[src/pkg/tpt_pkg.sv]
// Functional notes
// RULE_01 - Channel compare zero gives constant inactive output
// RULE_02 - Period match clears counter, raises both interrupts; code raises the period one, channel ones only at compare zero
// RULE_03 - Compare equal period plus one gives full duty
// RULE_04 - Trigger after channel match restarts, output asserted
// RULE_05 - Trigger before channel match suppresses its interrupt
// RULE_06 - Trigger after period match clears, keeps counting
// RULE_07 - Trigger before period match suppresses period interrupt
// RULE_08 - Triggered PWM channel interrupt on equal count
// RULE_09 - One-shot mode code 011, unit zero only
// RULE_10 - Enable waits; software trigger starts one-shot pulse
// RULE_11 - Channel 0 active while counting, else inactive
// RULE_12 - First trigger moves counter from max to zero
// RULE_13 - Pulse end clears counter, stops, awaits trigger
// RULE_14 - Triggers during a one-shot pulse are ignored
// RULE_15 - Delay equals compare; width period minus compare plus one
// RULE_16 - One-shot period and channel interrupt timing
// RULE_17 - Only the software trigger bit triggers
// RULE_18 - Channel compare above period gives no pulse
// RULE_19 - Per-channel output enable and waiting level bits
// RULE_20 - Two-bit field selects valid event edge
// RULE_21 - Counter readback returns current counter value
// RULE_22 - Input control and option registers have no effect
// RULE_23 - Buffers reload at counter clear after channel 1 write
// RULE_24 - PWM cycle period plus one, width compare value
// RULE_25 - Software trigger bit is a one-cycle pulse
package tpt_pkg;

    // ==========================================================
    // Register map (index on the address port)
    localparam logic [3:0] ADDR_CTL0 = 4'h0;
    localparam logic [3:0] ADDR_CTL1 = 4'h1;
    localparam logic [3:0] ADDR_OUTC = 4'h2;
    localparam logic [3:0] ADDR_INC  = 4'h3;
    localparam logic [3:0] ADDR_EDGE = 4'h4;
    localparam logic [3:0] ADDR_OPT  = 4'h5;
    localparam logic [3:0] ADDR_CNT  = 4'h6;
    localparam logic [3:0] ADDR_PER  = 4'h8;
    localparam logic [3:0] ADDR_CMP1 = 4'h9;
    localparam logic [3:0] ADDR_CMP2 = 4'hA;
    localparam logic [3:0] ADDR_CMP3 = 4'hB;

    // ==========================================================
    // Field positions and codes
    localparam int         CE_BIT    = 7;
    localparam int         TRIG_BIT  = 6;
    localparam int         EVSEL_BIT = 5;
    localparam int         EDGE_LSB  = 2;
    localparam logic [2:0] MODE_TRIG = 3'h2;
    localparam logic [2:0] MODE_ONES = 3'h3;
    localparam logic [1:0] EDGE_NONE = 2'h0;
    localparam logic [1:0] EDGE_RISE = 2'h1;
    localparam logic [1:0] EDGE_FALL = 2'h2;
    localparam logic [1:0] EDGE_BOTH = 2'h3;

    // ==========================================================
    // Reset values and counter constants
    localparam logic [7:0]  RST_REG8 = 8'h00;
    localparam logic [15:0] RST_CCR  = 16'h0000;
    localparam logic [15:0] CNT_MAX  = 16'hFFFF;
    localparam logic [15:0] CNT_ZERO = 16'h0000;
    localparam logic [15:0] CNT_ONE  = 16'h0001;

    // Register port request
    typedef struct packed {
        logic [3:0]  addr;
        logic [15:0] wdata;
        logic        wr;
        logic        rd;
    } tpt_bus_req_s;

endpackage : tpt_pkg

[src/hdl/tpt_timer.sv]
`timescale 1ns/10ps
module tpt_timer #(
    parameter bit UNIT_ZERO = 1'b1
) (
    input  wire logic                  clock,
    input  wire logic                  rst_n,
    input  wire logic                  clk_en,
    input  wire logic                  count_tick,
    input  wire logic                  event_in,
    input  wire tpt_pkg::tpt_bus_req_s bus_req,
    output logic [15:0]                rdata,
    output logic                       period_match_irq,
    output logic [2:0]                 channel_match_irq,
    output logic                       period_output_pin,
    output logic [2:0]                 channel_output_pin
);
    import tpt_pkg::*;

    // ==========================================================
    // Registers
    logic [7:0]  control_reg_zero;
    logic [7:0]  control_reg_one;
    logic [7:0]  output_control_reg;
    logic [7:0]  input_control_reg;
    logic [7:0]  edge_select_reg;
    logic [7:0]  option_reg;
    logic [15:0] ccr     [4];
    logic [15:0] buf_q   [4];
    logic        reload_pending;
    logic [15:0] cnt;
    logic        run;
    logic [2:0]  ev_sync;
    logic [3:0]  act;

    logic        wr_hit;
    logic        sw_trig;
    logic        mode_trig;
    logic        mode_ones;
    logic        active_mode;
    logic        ev_edge;
    logic        tick;
    logic        take_trig;
    logic        period_hit;
    logic        clear_evt;
    logic [15:0] next_cnt;
    logic        next_run;
    logic [3:0]  next_act;
    logic [2:0]  next_ch_irq;

    // Channel active decode for both pulse modes
    function automatic logic chan_active(input logic ones, input logic [15:0] c,
                                         input logic [15:0] b, input logic [15:0] p);
        if (ones)
            chan_active = (b <= p) && (c >= b); // RULE_15 RULE_18
        else
            chan_active = (c < b); // RULE_01 RULE_03 RULE_24
    endfunction : chan_active

    // ==========================================================
    // Register writes
    assign wr_hit = bus_req.wr;

    // Control and option registers
    always_ff @(posedge clock or negedge rst_n)
    begin
        if (!rst_n)
        begin
            control_reg_zero   <= RST_REG8;
            control_reg_one    <= RST_REG8;
            output_control_reg <= RST_REG8;
            input_control_reg  <= RST_REG8;
            edge_select_reg    <= RST_REG8;
            option_reg         <= RST_REG8;
        end
        else if (clk_en && wr_hit)
        begin
            case (bus_req.addr)
                ADDR_CTL0: control_reg_zero   <= bus_req.wdata[7:0];
                ADDR_CTL1: control_reg_one    <= bus_req.wdata[7:0] & ~(8'h01 << TRIG_BIT); // RULE_25
                ADDR_OUTC: output_control_reg <= bus_req.wdata[7:0];
                ADDR_INC:  input_control_reg  <= bus_req.wdata[7:0]; // RULE_22
                ADDR_EDGE: edge_select_reg    <= bus_req.wdata[7:0];
                ADDR_OPT:  option_reg         <= bus_req.wdata[7:0]; // RULE_22
                default:   control_reg_zero   <= control_reg_zero;
            endcase
        end
    end

    // Compare registers
    always_ff @(posedge clock or negedge rst_n)
    begin
        if (!rst_n)
        begin
            for (int i = 0; i < 4; i++)
                ccr[i] <= RST_CCR;
        end
        else if (clk_en && wr_hit && bus_req.addr[3:2] == ADDR_PER[3:2])
        begin
            ccr[bus_req.addr[1:0]] <= bus_req.wdata;
        end
    end

    // ==========================================================
    // Mode and trigger decode
    assign sw_trig     = wr_hit && bus_req.addr == ADDR_CTL1 && bus_req.wdata[TRIG_BIT]; // RULE_17 RULE_25
    assign mode_trig   = UNIT_ZERO && control_reg_zero[CE_BIT] && control_reg_one[2:0] == MODE_TRIG;
    assign mode_ones   = UNIT_ZERO && control_reg_zero[CE_BIT] && control_reg_one[2:0] == MODE_ONES; // RULE_09
    assign active_mode = mode_trig || mode_ones;

    // Event input synchroniser, change valid while stages 2 and 3 differ
    always_ff @(posedge clock or negedge rst_n)
    begin
        if (!rst_n)
            ev_sync <= 3'h0;
        else if (clk_en)
            ev_sync <= {ev_sync[1:0], event_in};
    end

    // Valid edge selection
    always_comb
    begin
        case (edge_select_reg[EDGE_LSB +: 2]) // RULE_20
            EDGE_RISE: ev_edge = ev_sync[1] && !ev_sync[2];
            EDGE_FALL: ev_edge = !ev_sync[1] && ev_sync[2];
            EDGE_BOTH: ev_edge = ev_sync[1] != ev_sync[2];
            default:   ev_edge = 1'b0;
        endcase
    end

    assign tick       = run && (control_reg_one[EVSEL_BIT] ? ev_edge : count_tick);
    assign take_trig  = sw_trig && active_mode && (mode_trig || !run); // RULE_10 RULE_14
    assign period_hit = tick && cnt == buf_q[0];
    assign clear_evt  = take_trig || period_hit;

    // ==========================================================
    // Counter next state
    always_comb
    begin
        next_cnt = cnt;
        next_run = run;
        if (!active_mode)
        begin
            next_cnt = CNT_MAX;
            next_run = 1'b0;
        end
        else if (take_trig)
        begin
            next_cnt = CNT_ZERO; // RULE_04 RULE_05 RULE_06 RULE_07 RULE_12
            next_run = 1'b1;
        end
        else if (period_hit)
        begin
            next_cnt = CNT_ZERO; // RULE_02 RULE_13
            next_run = mode_trig;
        end
        else if (tick)
        begin
            next_cnt = cnt + CNT_ONE;
        end
    end

    // Channel activity and interrupt decode
    always_comb
    begin
        next_act[0] = next_run && active_mode; // RULE_11
        for (int b = 1; b < 4; b++)
        begin
            next_act[b] = next_run && chan_active(mode_ones, next_cnt, buf_q[b], buf_q[0]);
            next_ch_irq[b-1] = tick && !take_trig && next_cnt == buf_q[b]; // RULE_08 RULE_16 RULE_05
        end
    end

    // Counter and run state
    always_ff @(posedge clock or negedge rst_n)
    begin
        if (!rst_n)
        begin
            cnt <= CNT_MAX;
            run <= 1'b0;
        end
        else if (clk_en)
        begin
            cnt <= next_cnt;
            run <= next_run;
        end
    end

    // ==========================================================
    // Buffer reload on counter clear
    always_ff @(posedge clock or negedge rst_n)
    begin
        if (!rst_n)
        begin
            reload_pending <= 1'b0;
            for (int i = 0; i < 4; i++)
                buf_q[i] <= RST_CCR;
        end
        else if (clk_en)
        begin
            if (!run && !take_trig)
            begin
                for (int i = 0; i < 4; i++)
                    buf_q[i] <= ccr[i];
                reload_pending <= 1'b0;
            end
            else if (clear_evt && reload_pending)
            begin
                for (int i = 0; i < 4; i++)
                    buf_q[i] <= ccr[i]; // RULE_23
                reload_pending <= 1'b0;
            end
            if (wr_hit && bus_req.addr == ADDR_CMP1)
                reload_pending <= 1'b1; // RULE_23
        end
    end

    // ==========================================================
    // Interrupt pulses and pins
    always_ff @(posedge clock or negedge rst_n)
    begin
        if (!rst_n)
        begin
            period_match_irq   <= 1'b0;
            channel_match_irq  <= 3'h0;
            act                <= 4'h0;
            period_output_pin  <= 1'b0;
            channel_output_pin <= 3'h0;
        end
        else if (clk_en)
        begin
            period_match_irq  <= period_hit && !take_trig && active_mode; // RULE_02 RULE_07 RULE_16
            channel_match_irq <= active_mode ? next_ch_irq : 3'h0;
            act               <= next_act;
            // Enable gates, level bit is the waiting level
            period_output_pin <= output_control_reg[0] && (output_control_reg[1] ^ next_act[0]); // RULE_19
            for (int b = 1; b < 4; b++)
                channel_output_pin[b-1] <= output_control_reg[2*b] && (output_control_reg[2*b+1] ^ next_act[b]);
        end
    end

    // ==========================================================
    // Register reads, data in the following cycle only
    always_ff @(posedge clock or negedge rst_n)
    begin
        if (!rst_n)
            rdata <= RST_CCR;
        else if (clk_en)
        begin
            rdata <= 16'h0000;
            if (bus_req.rd)
            begin
                case (bus_req.addr)
                    ADDR_CTL0: rdata <= {8'h00, control_reg_zero};
                    ADDR_CTL1: rdata <= {8'h00, control_reg_one};
                    ADDR_OUTC: rdata <= {8'h00, output_control_reg};
                    ADDR_INC:  rdata <= {8'h00, input_control_reg};
                    ADDR_EDGE: rdata <= {8'h00, edge_select_reg};
                    ADDR_OPT:  rdata <= {8'h00, option_reg};
                    ADDR_CNT:  rdata <= cnt; // RULE_21
                    ADDR_PER:  rdata <= ccr[0];
                    ADDR_CMP1: rdata <= ccr[1];
                    ADDR_CMP2: rdata <= ccr[2];
                    ADDR_CMP3: rdata <= ccr[3];
                    default:   rdata <= 16'h0000;
                endcase
            end
        end
    end

    // ==========================================================
    // Checks
    a_zero_duty_out: assert property (@(posedge clock) disable iff (!rst_n) // RULE_01
        (clk_en && mode_trig && !clear_evt && buf_q[1] == CNT_ZERO) |=> !act[1])
        else $error("zero compare drove channel 1 active");

    a_period_clear_irq: assert property (@(posedge clock) disable iff (!rst_n) // RULE_02
        (clk_en && mode_trig && period_hit && !take_trig) |=> (cnt == CNT_ZERO && period_match_irq))
        else $error("period match did not clear and interrupt");

    a_full_duty_out: assert property (@(posedge clock) disable iff (!rst_n) // RULE_03
        (clk_en && mode_trig && next_run && buf_q[2] == buf_q[0] + CNT_ONE && buf_q[0] != CNT_MAX) |=> act[2])
        else $error("full duty compare lost active level");

    a_trig_restart_cnt: assert property (@(posedge clock) disable iff (!rst_n) // RULE_06
        (clk_en && mode_trig && sw_trig) |=> (cnt == CNT_ZERO && run && !period_match_irq))
        else $error("trigger did not restart counter");

    a_trig_mask_ch: assert property (@(posedge clock) disable iff (!rst_n) // RULE_05
        (clk_en && take_trig) |=> channel_match_irq == 3'h0)
        else $error("channel interrupt not suppressed by trigger");

    a_ones_ignore_trig: assert property (@(posedge clock) disable iff (!rst_n) // RULE_14
        (clk_en && mode_ones && run && sw_trig && tick && !period_hit) |=> cnt == $past(cnt) + CNT_ONE)
        else $error("trigger disturbed running one-shot");

    a_ones_stop_end: assert property (@(posedge clock) disable iff (!rst_n) // RULE_13
        (clk_en && mode_ones && period_hit && !take_trig) |=> (!run && cnt == CNT_ZERO) [*1] ##1 (!clk_en || run || cnt == CNT_ZERO))
        else $error("one-shot did not stop at zero");

    a_ones_ch0_level: assert property (@(posedge clock) disable iff (!rst_n) // RULE_11
        (clk_en && mode_ones && output_control_reg[1:0] == 2'b01) |=> period_output_pin == run)
        else $error("channel 0 level does not follow counting");

    a_count_readback: assert property (@(posedge clock) disable iff (!rst_n) // RULE_21
        (clk_en && bus_req.rd && bus_req.addr == ADDR_CNT) |=> rdata == $past(cnt))
        else $error("counter readback mismatch");

    a_reload_on_clear: assert property (@(posedge clock) disable iff (!rst_n) // RULE_23
        (clk_en && run && clear_evt && reload_pending) |=> (buf_q[1] == $past(ccr[1]) && !reload_pending ||
        $past(wr_hit && bus_req.addr == ADDR_CMP1)))
        else $error("buffers not reloaded at clear");

    a_unit_only_zero: assert property (@(posedge clock) disable iff (!rst_n) // RULE_09
        !UNIT_ZERO |-> !run)
        else $error("pulse mode ran outside unit zero");

endmodule : tpt_timer

[config.mk]
export PLATFORM = sky130hd
export DESIGN_NAME = tpt_timer
export DESIGN_NICKNAME = d
export VERILOG_FILES = /design/src/pkg/tpt_pkg.sv /design/src/hdl/tpt_timer.sv
export SDC_FILE = /design/constraint.sdc
export NUM_CORES = 1
export LEC_CHECK = 0
export BUFFER_PORTS_ARGS = -buffer_cell sky130_fd_sc_hd__buf_2
export CORE_MARGIN = 3
export CORE_UTILIZATION = 50
export CTS_CLUSTER_DIAMETER = 60
export DETAILED_ROUTE_END_ITERATION = 12
export GPL_ROUTABILITY_DRIVEN = 0
export GPL_TIMING_DRIVEN = 0
export PLACE_DENSITY = 0.76
export SETUP_SLACK_MARGIN = 0.05
export SLEW_MARGIN = 40
export SYNTH_ARGS = -nofsm -noshare
export SYNTH_HDL_FRONTEND = slang
export SYNTH_SLANG_ARGS = --single-unit
[constraint.sdc]
create_clock -name clock -period 4.8 [get_ports clock]
set_input_delay 0.96 -clock clock [delete_from_list [all_inputs] [get_ports clock]]
set_output_delay 0.96 -clock clock [all_outputs]
set_load 0.02 [all_outputs]
# Word level (Yosys, flattened, before mapping)
# Index checks and enable logic that the tools add are counted.
# classes
eq_ne,21
addsub,1
multipliers,0
n_bitwise,5
div_mod_pow,0
muxes,23
reduce_logical,51
n_lt_le_gt_ge,11
shifts,0
# op_table
operator,n
one-hot mux 16 bit (11 select lines),1
2-to-1 mux 64 bit,2
2-to-1 mux 16 bit,6
bitwise mux 64 bit,1
== test 16 bit,4
greater-or-equal comparator 16 bit,3
<= comparator 16 bit,3
less-than comparator 16 bit,3
logical AND 1 bit,33
demux 16 bit (select 2 bit),1
adder 16 x 1 -> 16 bit (second input constant),1
== test 4 bit (second input constant),4
AND reduction 2 bit,8
== test 4 x 3 -> 1 bit (second input constant),3
2-to-1 mux 1 bit,10
== test 4 x 2 -> 1 bit (second input constant),2
== test 2 bit (second input constant),3
== test 3 x 2 -> 1 bit (second input constant),2
== test 4 x 1 -> 1 bit (second input constant),1
zero test 1 bit,4
zero test 4 bit,1
bitwise XOR 1 bit,4
greater-or-equal comparator 3 bit (second input constant),1
logical OR 1 bit,3
other kinds (8),8
# totals
latchBits,0
rom_bits,0
memories,0
input_bits,27
mem_bits_rw,0
regBits,220
elab_cells,135
out_inout_bits,24

# Longest topological paths before layout
# logic_depth
ltp_word,15
depth_mapped,17
ltp_nobuf,17

# Least setup slack after synthesis
# Ideal clock, no wire load.
# synth_path
kind,input to register
start,in bus_req[20] (netlist bit)
end,reg channel_output_pin[1]
required_ps,4666
arrival_time_ps,3872
setup_slack_ps,794
setup_time_ps,134
path_buffers,2
path_stages,14
path_cell_list,clkbuf_1 -> nor4_1 -> nand3_1 -> o21ai_4 -> clkbuf_1 -> o21ai_0 -> ha_1 -> and3_1 -> o21ai_0 -> o311ai_0 -> a2111o_1 -> o2111a_1 -> xnor2_1 -> o22ai_1
# synth_between
elab_chain_len,13
word_cells_on_any_way,16
cone_classes,2 x order compare; 1 x eq/ne; 5 x mux; 1 x bitwise; 7 x reduce/logical
# synth_rtl
item,line_no,text
"start, declared",tpt_timer.sv:10,"input wire tpt_pkg::tpt_bus_req_s bus_req,"
== test 4 x 1 -> 1 bit *,tpt_timer.sv:105,assign sw_trig = wr_hit && bus_req.addr == ADDR_CTL1 && bus_req.wdata[TRIG_BIT];
logical AND 1 bit * (2 in series),tpt_timer.sv:105,
logical AND 1 bit * (2 in series),tpt_timer.sv:131,assign take_trig = sw_trig && active_mode && (mode_trig || !run);
2-to-1 mux 16 bit *,tpt_timer.sv:146,else if (take_trig)
2-to-1 mux 16 bit *,tpt_timer.sv:141,if (!active_mode)
named net next_cnt[6],tpt_timer.sv:45,logic [15:0] next_cnt;
greater-or-equal comparator 16 bit,tpt_timer.sv:54,chan_active = (b <= p) && (c >= b);
logical AND 1 bit,tpt_timer.sv:54,
2-to-1 mux 1 bit *,tpt_timer.sv:53,if (ones)
logical AND 1 bit *,tpt_timer.sv:168,"next_act[b] = next_run && chan_active(mode_ones, next_cnt, buf_q[b], buf_q[0]);"
bitwise XOR 1 bit *,tpt_timer.sv:237,channel_output_pin[b-1] <= output_control_reg[2*b] && (output_control_reg[2*b+1] ^ next_act[b]);
logical AND 1 bit *,tpt_timer.sv:237,
"end signal, assigned by index",tpt_timer.sv:237,
"end, declared",tpt_timer.sv:15,output logic [2:0] channel_output_pin
# Mark *: on every way through the listed nets, which the timed path passes. The rest lies on a longest branch.
# A chain may end at the register's enable or synchronous reset.

# Worst setup path in the final report
# layout_path
start,reg ev_sync[1]
end,reg channel_output_pin[0]
# layout_between
elab_chain_len,15
word_cells_on_any_way,22
cone_classes,2 x order compare; 1 x eq/ne; 10 x mux; 1 x bitwise; 8 x reduce/logical
# layout_rtl
item,line_no,text
"start, declared",tpt_timer.sv:32,logic [2:0] ev_sync;
"start signal, assigned",tpt_timer.sv:116,"ev_sync <= {ev_sync[1:0], event_in};"
zero test 1 bit,tpt_timer.sv:124,EDGE_FALL: ev_edge = !ev_sync[1] && ev_sync[2];
logical AND 1 bit,tpt_timer.sv:124,
one-hot mux 1 bit (3 select lines) *,tpt_timer.sv:122,case (edge_select_reg[EDGE_LSB +: 2])
2-to-1 mux 1 bit *,tpt_timer.sv:130,assign tick = run && (control_reg_one[EVSEL_BIT] ? ev_edge : count_tick);
logical AND 1 bit *,tpt_timer.sv:130,
2-to-1 mux 16 bit or logical AND 1 bit (tied branches),"tpt_timer.sv:156, tpt_timer.sv:132",
2-to-1 mux 16 bit *,tpt_timer.sv:151,else if (period_hit)
2-to-1 mux 16 bit *,tpt_timer.sv:146,
2-to-1 mux 16 bit *,tpt_timer.sv:141,
named net next_cnt[12],tpt_timer.sv:45,
greater-or-equal comparator 16 bit,tpt_timer.sv:54,
logical AND 1 bit,tpt_timer.sv:54,
2-to-1 mux 1 bit *,tpt_timer.sv:53,
logical AND 1 bit *,tpt_timer.sv:168,
bitwise XOR 1 bit *,tpt_timer.sv:237,
logical AND 1 bit *,tpt_timer.sv:237,
# Marked as above.

==> flow_summary.json <==
{
  "status": "complete, no violations",
  "wl_met3_microns": 3300,
  "intPower_uw": 4260,
  "ant_nets": 0,
  "wl_per_cell_microns": 23.5,
  "die_h_microns": 167,
  "p_comb_share_pct": 24.3,
  "crit_buf_inv": 1,
  "numClockSinks": 220,
  "hpwl_microns": 27300,
  "yosysWarnings": 0,
  "p_sw_share_pct": 30.7,
  "power.switching_uw": 1890,
  "io-pin-count": 51,
  "drtIter0Drc": 1071,
  "nNetsFinal": 1354,
  "drcViolationCount": 0,
  "setup_viol": 0,
  "routed.top_layer": "met4",
  "p_clk_share_pct": 35.1,
  "start_util_pct": 51.3,
  "firstDrtPassIters": 6,
  "criticalPathCategory": "reg -> reg",
  "die_area_sq_um": 28000,
  "clock_path_buffers": 3,
  "synth-seq-cells": 220,
  "fill_cells": 2051,
  "grt_max_degree": 74,
  "vias": 9974,
  "worst_pin_slew_ns": 0.911,
  "worstPathArrival_ns": 4.96,
  "grtUsageTotal_pct": 26.3,
  "postCtsHoldBufs": 0,
  "seq_area_frac_synth_pct": 42.4,
  "ys_types": 74,
  "fin_util_pct": 58.1,
  "hold-worst-slack_ns": 0.243,
  "cts_tree": "done",
  "netlist_area_sq_um": 13000,
  "syn_avg_cell_area_sq_um": 11.3,
  "rsz0062_at_grt": "true",
  "crit_path_top_delay_cell": "nor4_4",
  "fp-row-count": 58,
  "startpoint_type": "register",
  "met2_length_microns": 16500,
  "cts_htree_levels": 1,
  "avgViaCountPerCell": 6.32,
  "clk_pin_slew_worst_paths_ns": 0.06,
  "die_w_microns": 167,
  "yosysTopAreaCellShare_pct": 39.2,
  "drive_gt1_share_pct": 27.6,
  "fmax_ghz": 0.220,
  "async_reset_ff_share_pct": 100,
  "gr-total-overflow": 0,
  "critPathRequiredTime_ns": 5.22,
  "period_needed_ns": 4.54,
  "synthCells": 1157,
  "sequentialPowerShare_pct": 40.6,
  "routed_wl_microns": 37000,
  "cts-buffers-inserted": 25,
  "p_total_uw": 6150,
  "multi_input_area_sq_um": 6830,
  "coreArea_sq_um": 25400,
  "powerDensity_nw_per_um2": 417,
  "crit_chain": "inv_1 -> ha_1 -> nor2b_1 -> o211ai_1 -> a21o_2 -> nor4_4 -> and3_1 -> xnor2_1 -> o21ai_1 -> ha_1 -> nand4_1 -> a21oi_1 -> nor4b_1 -> mux2i_1 -> or3_1 -> nand3_1",
  "crit_fanout": 7,
  "slew_headroom_pct": 39.1,
  "slew_violations": 0,
  "cp_top_family": "simple AND/OR/NAND/NOR gates",
  "met1_length_microns": 15500,
  "portBuffers": 41,
  "yosysTopAreaCell": "dfrtp_1",
  "finClkSkew_ns": 0.0112,
  "grt_pass1_wl_microns": 58000,
  "endpoint_kind": "register",
  "crit_path_frequent_cell": "ha_1",
  "power_leakage_uw": 0.00658,
  "max_stage_delay_ns": 0.51,
  "antenna_found_initial": 0,
  "worst_ir_drop_vdd_uv": 263,
  "r2r_start": "ev_sync[1]",
  "clk_latency_ns": 0.55,
  "reg_top3": "buf_q: 64 flops, ccr: 64 flops",
  "drv_cap": 0,
  "synthFlopType": "dfrtp_1",
  "hold_violations": 0,
  "cts_root_buffer": "clkbuf_16",
  "r2r_slack_ns": 0.26,
  "holdCritPathClass": "in -> async",
  "reg2reg_depth": 16,
  "grt_pass1_vias": 10040,
  "seqCellArea_sq_um": 5530,
  "synth_fp_nets": 1283,
  "rr_endpoint": "channel_output_pin[0]",
  "ys_top_cells_by_area": "dfrtp_1 39%, mux2_2 11%, ha_1 9.5%",
  "fin_crit_sh_pct": 94.7,
  "antenna_cells": 0,
  "synth_enable_flop_cells": 0,
  "syn2layout_area_growth_pct": 13.2
}
worst max-delay path by stage:
| stage | from | end | slack (ns) | depth (start not counted) |
|---|---|---|---|---|
| floorplan | bus_req[20] | channel_output_pin[1] | 0.79 | 14 |
| global placement | rst_n | ccr[41] | -0.93 | 1 |
| detailed placement | bus_req[19] | channel_output_pin[1] | -0.49 | 15 |
| CTS | cnt[2] | channel_output_pin[1] | 0.09 | 15 |
| global route | ev_sync[1] | channel_output_pin[2] | 0.007 | 16 |
| finish | ev_sync[1] | channel_output_pin[0] | 0.26 | 16 |
kinds of logic after synthesis:
logic type	Yosys count	synth area share (%)
xor gates and xnor gates	33	2.22
muxes	199	19.3
AOI/OAI and AO/OA	247	12.6
and+or+nand+nor	197	8.41
DFF	220	42.4
buffers and inverters	162	5.55
adders and majority gates	99	9.51
power by group through the flow:
stage                     Combinational (uW)  Clock (uW)  Sequential, uW
after floorplan                         1080           0            2400
after global placement                  1370           0            2500
after detailed placement                1450           0            2510
after CTS                               1470        2170            2480
after global routing                    1670        2250            2530
final                                   1490        2160            2490
through the flow:
stage / TNS [ns] / area (sq um) / std cells / setup slack (ns)
after detailed placement: -1.35 / 13800 / 1531 / -0.490
final: 0 / 14700 / 1577 / 0.256
after floorplan: 0 / 13000 / 1157 / 0.794
after global routing: 0 / 14700 / 1577 / 0.00688
after global placement: -186.34 / 13600 / 1528 / -0.932
after CTS: 0 / 14700 / 1574 / 0.0854
synth_stat cells (10+ instances only):
| cell type | count |
|---|---|
| xor2_1 | 19 |
| clkbuf_1 | 26 |
| o22ai_1 | 28 |
| buf_2 | 15 |
| a22oi_1 | 14 |
| nand4_1 | 22 |
| nor2_1 | 25 |
| mux2_2 | 133 |
| a21oi_1 | 55 |
| nand3_1 | 26 |
| o21ai_0 | 53 |
| dfrtp_1 | 204 |
| xnor2_1 | 14 |
| nor3_1 | 10 |
| a22o_1 | 19 |
| inv_1 | 100 |
| dfstp_2 | 16 |
| ha_1 | 99 |
| nand2b_1 | 11 |
| buf_1 | 14 |
| nand2_1 | 50 |
| mux2_4 | 49 |
routing by layer:
metal | vias up | track usage [%]
met5 | - | 0
met4 | 0 | 10.5
met3 | 105 | 5.38
met2 | 495 | 41.0
met1 | 5001 | 36.2
li1 | 4373 | -
cells in the final DEF, fill, tap and decap left out, drive strengths merged, types with 10 or more instances in the layout:
cell type    n
xor2        19
ha          99
dfrtp      204
nor2b       10
clkbuf      53
buf         83
dfstp       16
xnor2       14
o22ai       28
a22o        19
mux2       182
a22oi       14
o21ai       55
nand3       26
a21oi       56
inv        104
nand2b      11
nand2       50
nor3        11
nor2        25
nand4       23
final cells by class:
cell class | count | share of cell area (%)
buffer | 59 | 2.31
clock buffer | 30 | 4.57
clock inverter | 16 | 1.80
inverter | 100 | 2.55
multi-input combinational | 775 | 46.3
sequential | 220 | 37.5
tap | 330 | 2.80
timing repair buffer | 47 | 2.17
what timing repair did:
item                                    4_1_cts  5_1_grt
pin swaps                                     0        1
endpoints found under the setup margin        3        3
gates resized for setup                       1       15
buffers inserted                              0        3
Power figures use the tool's default switching activity.
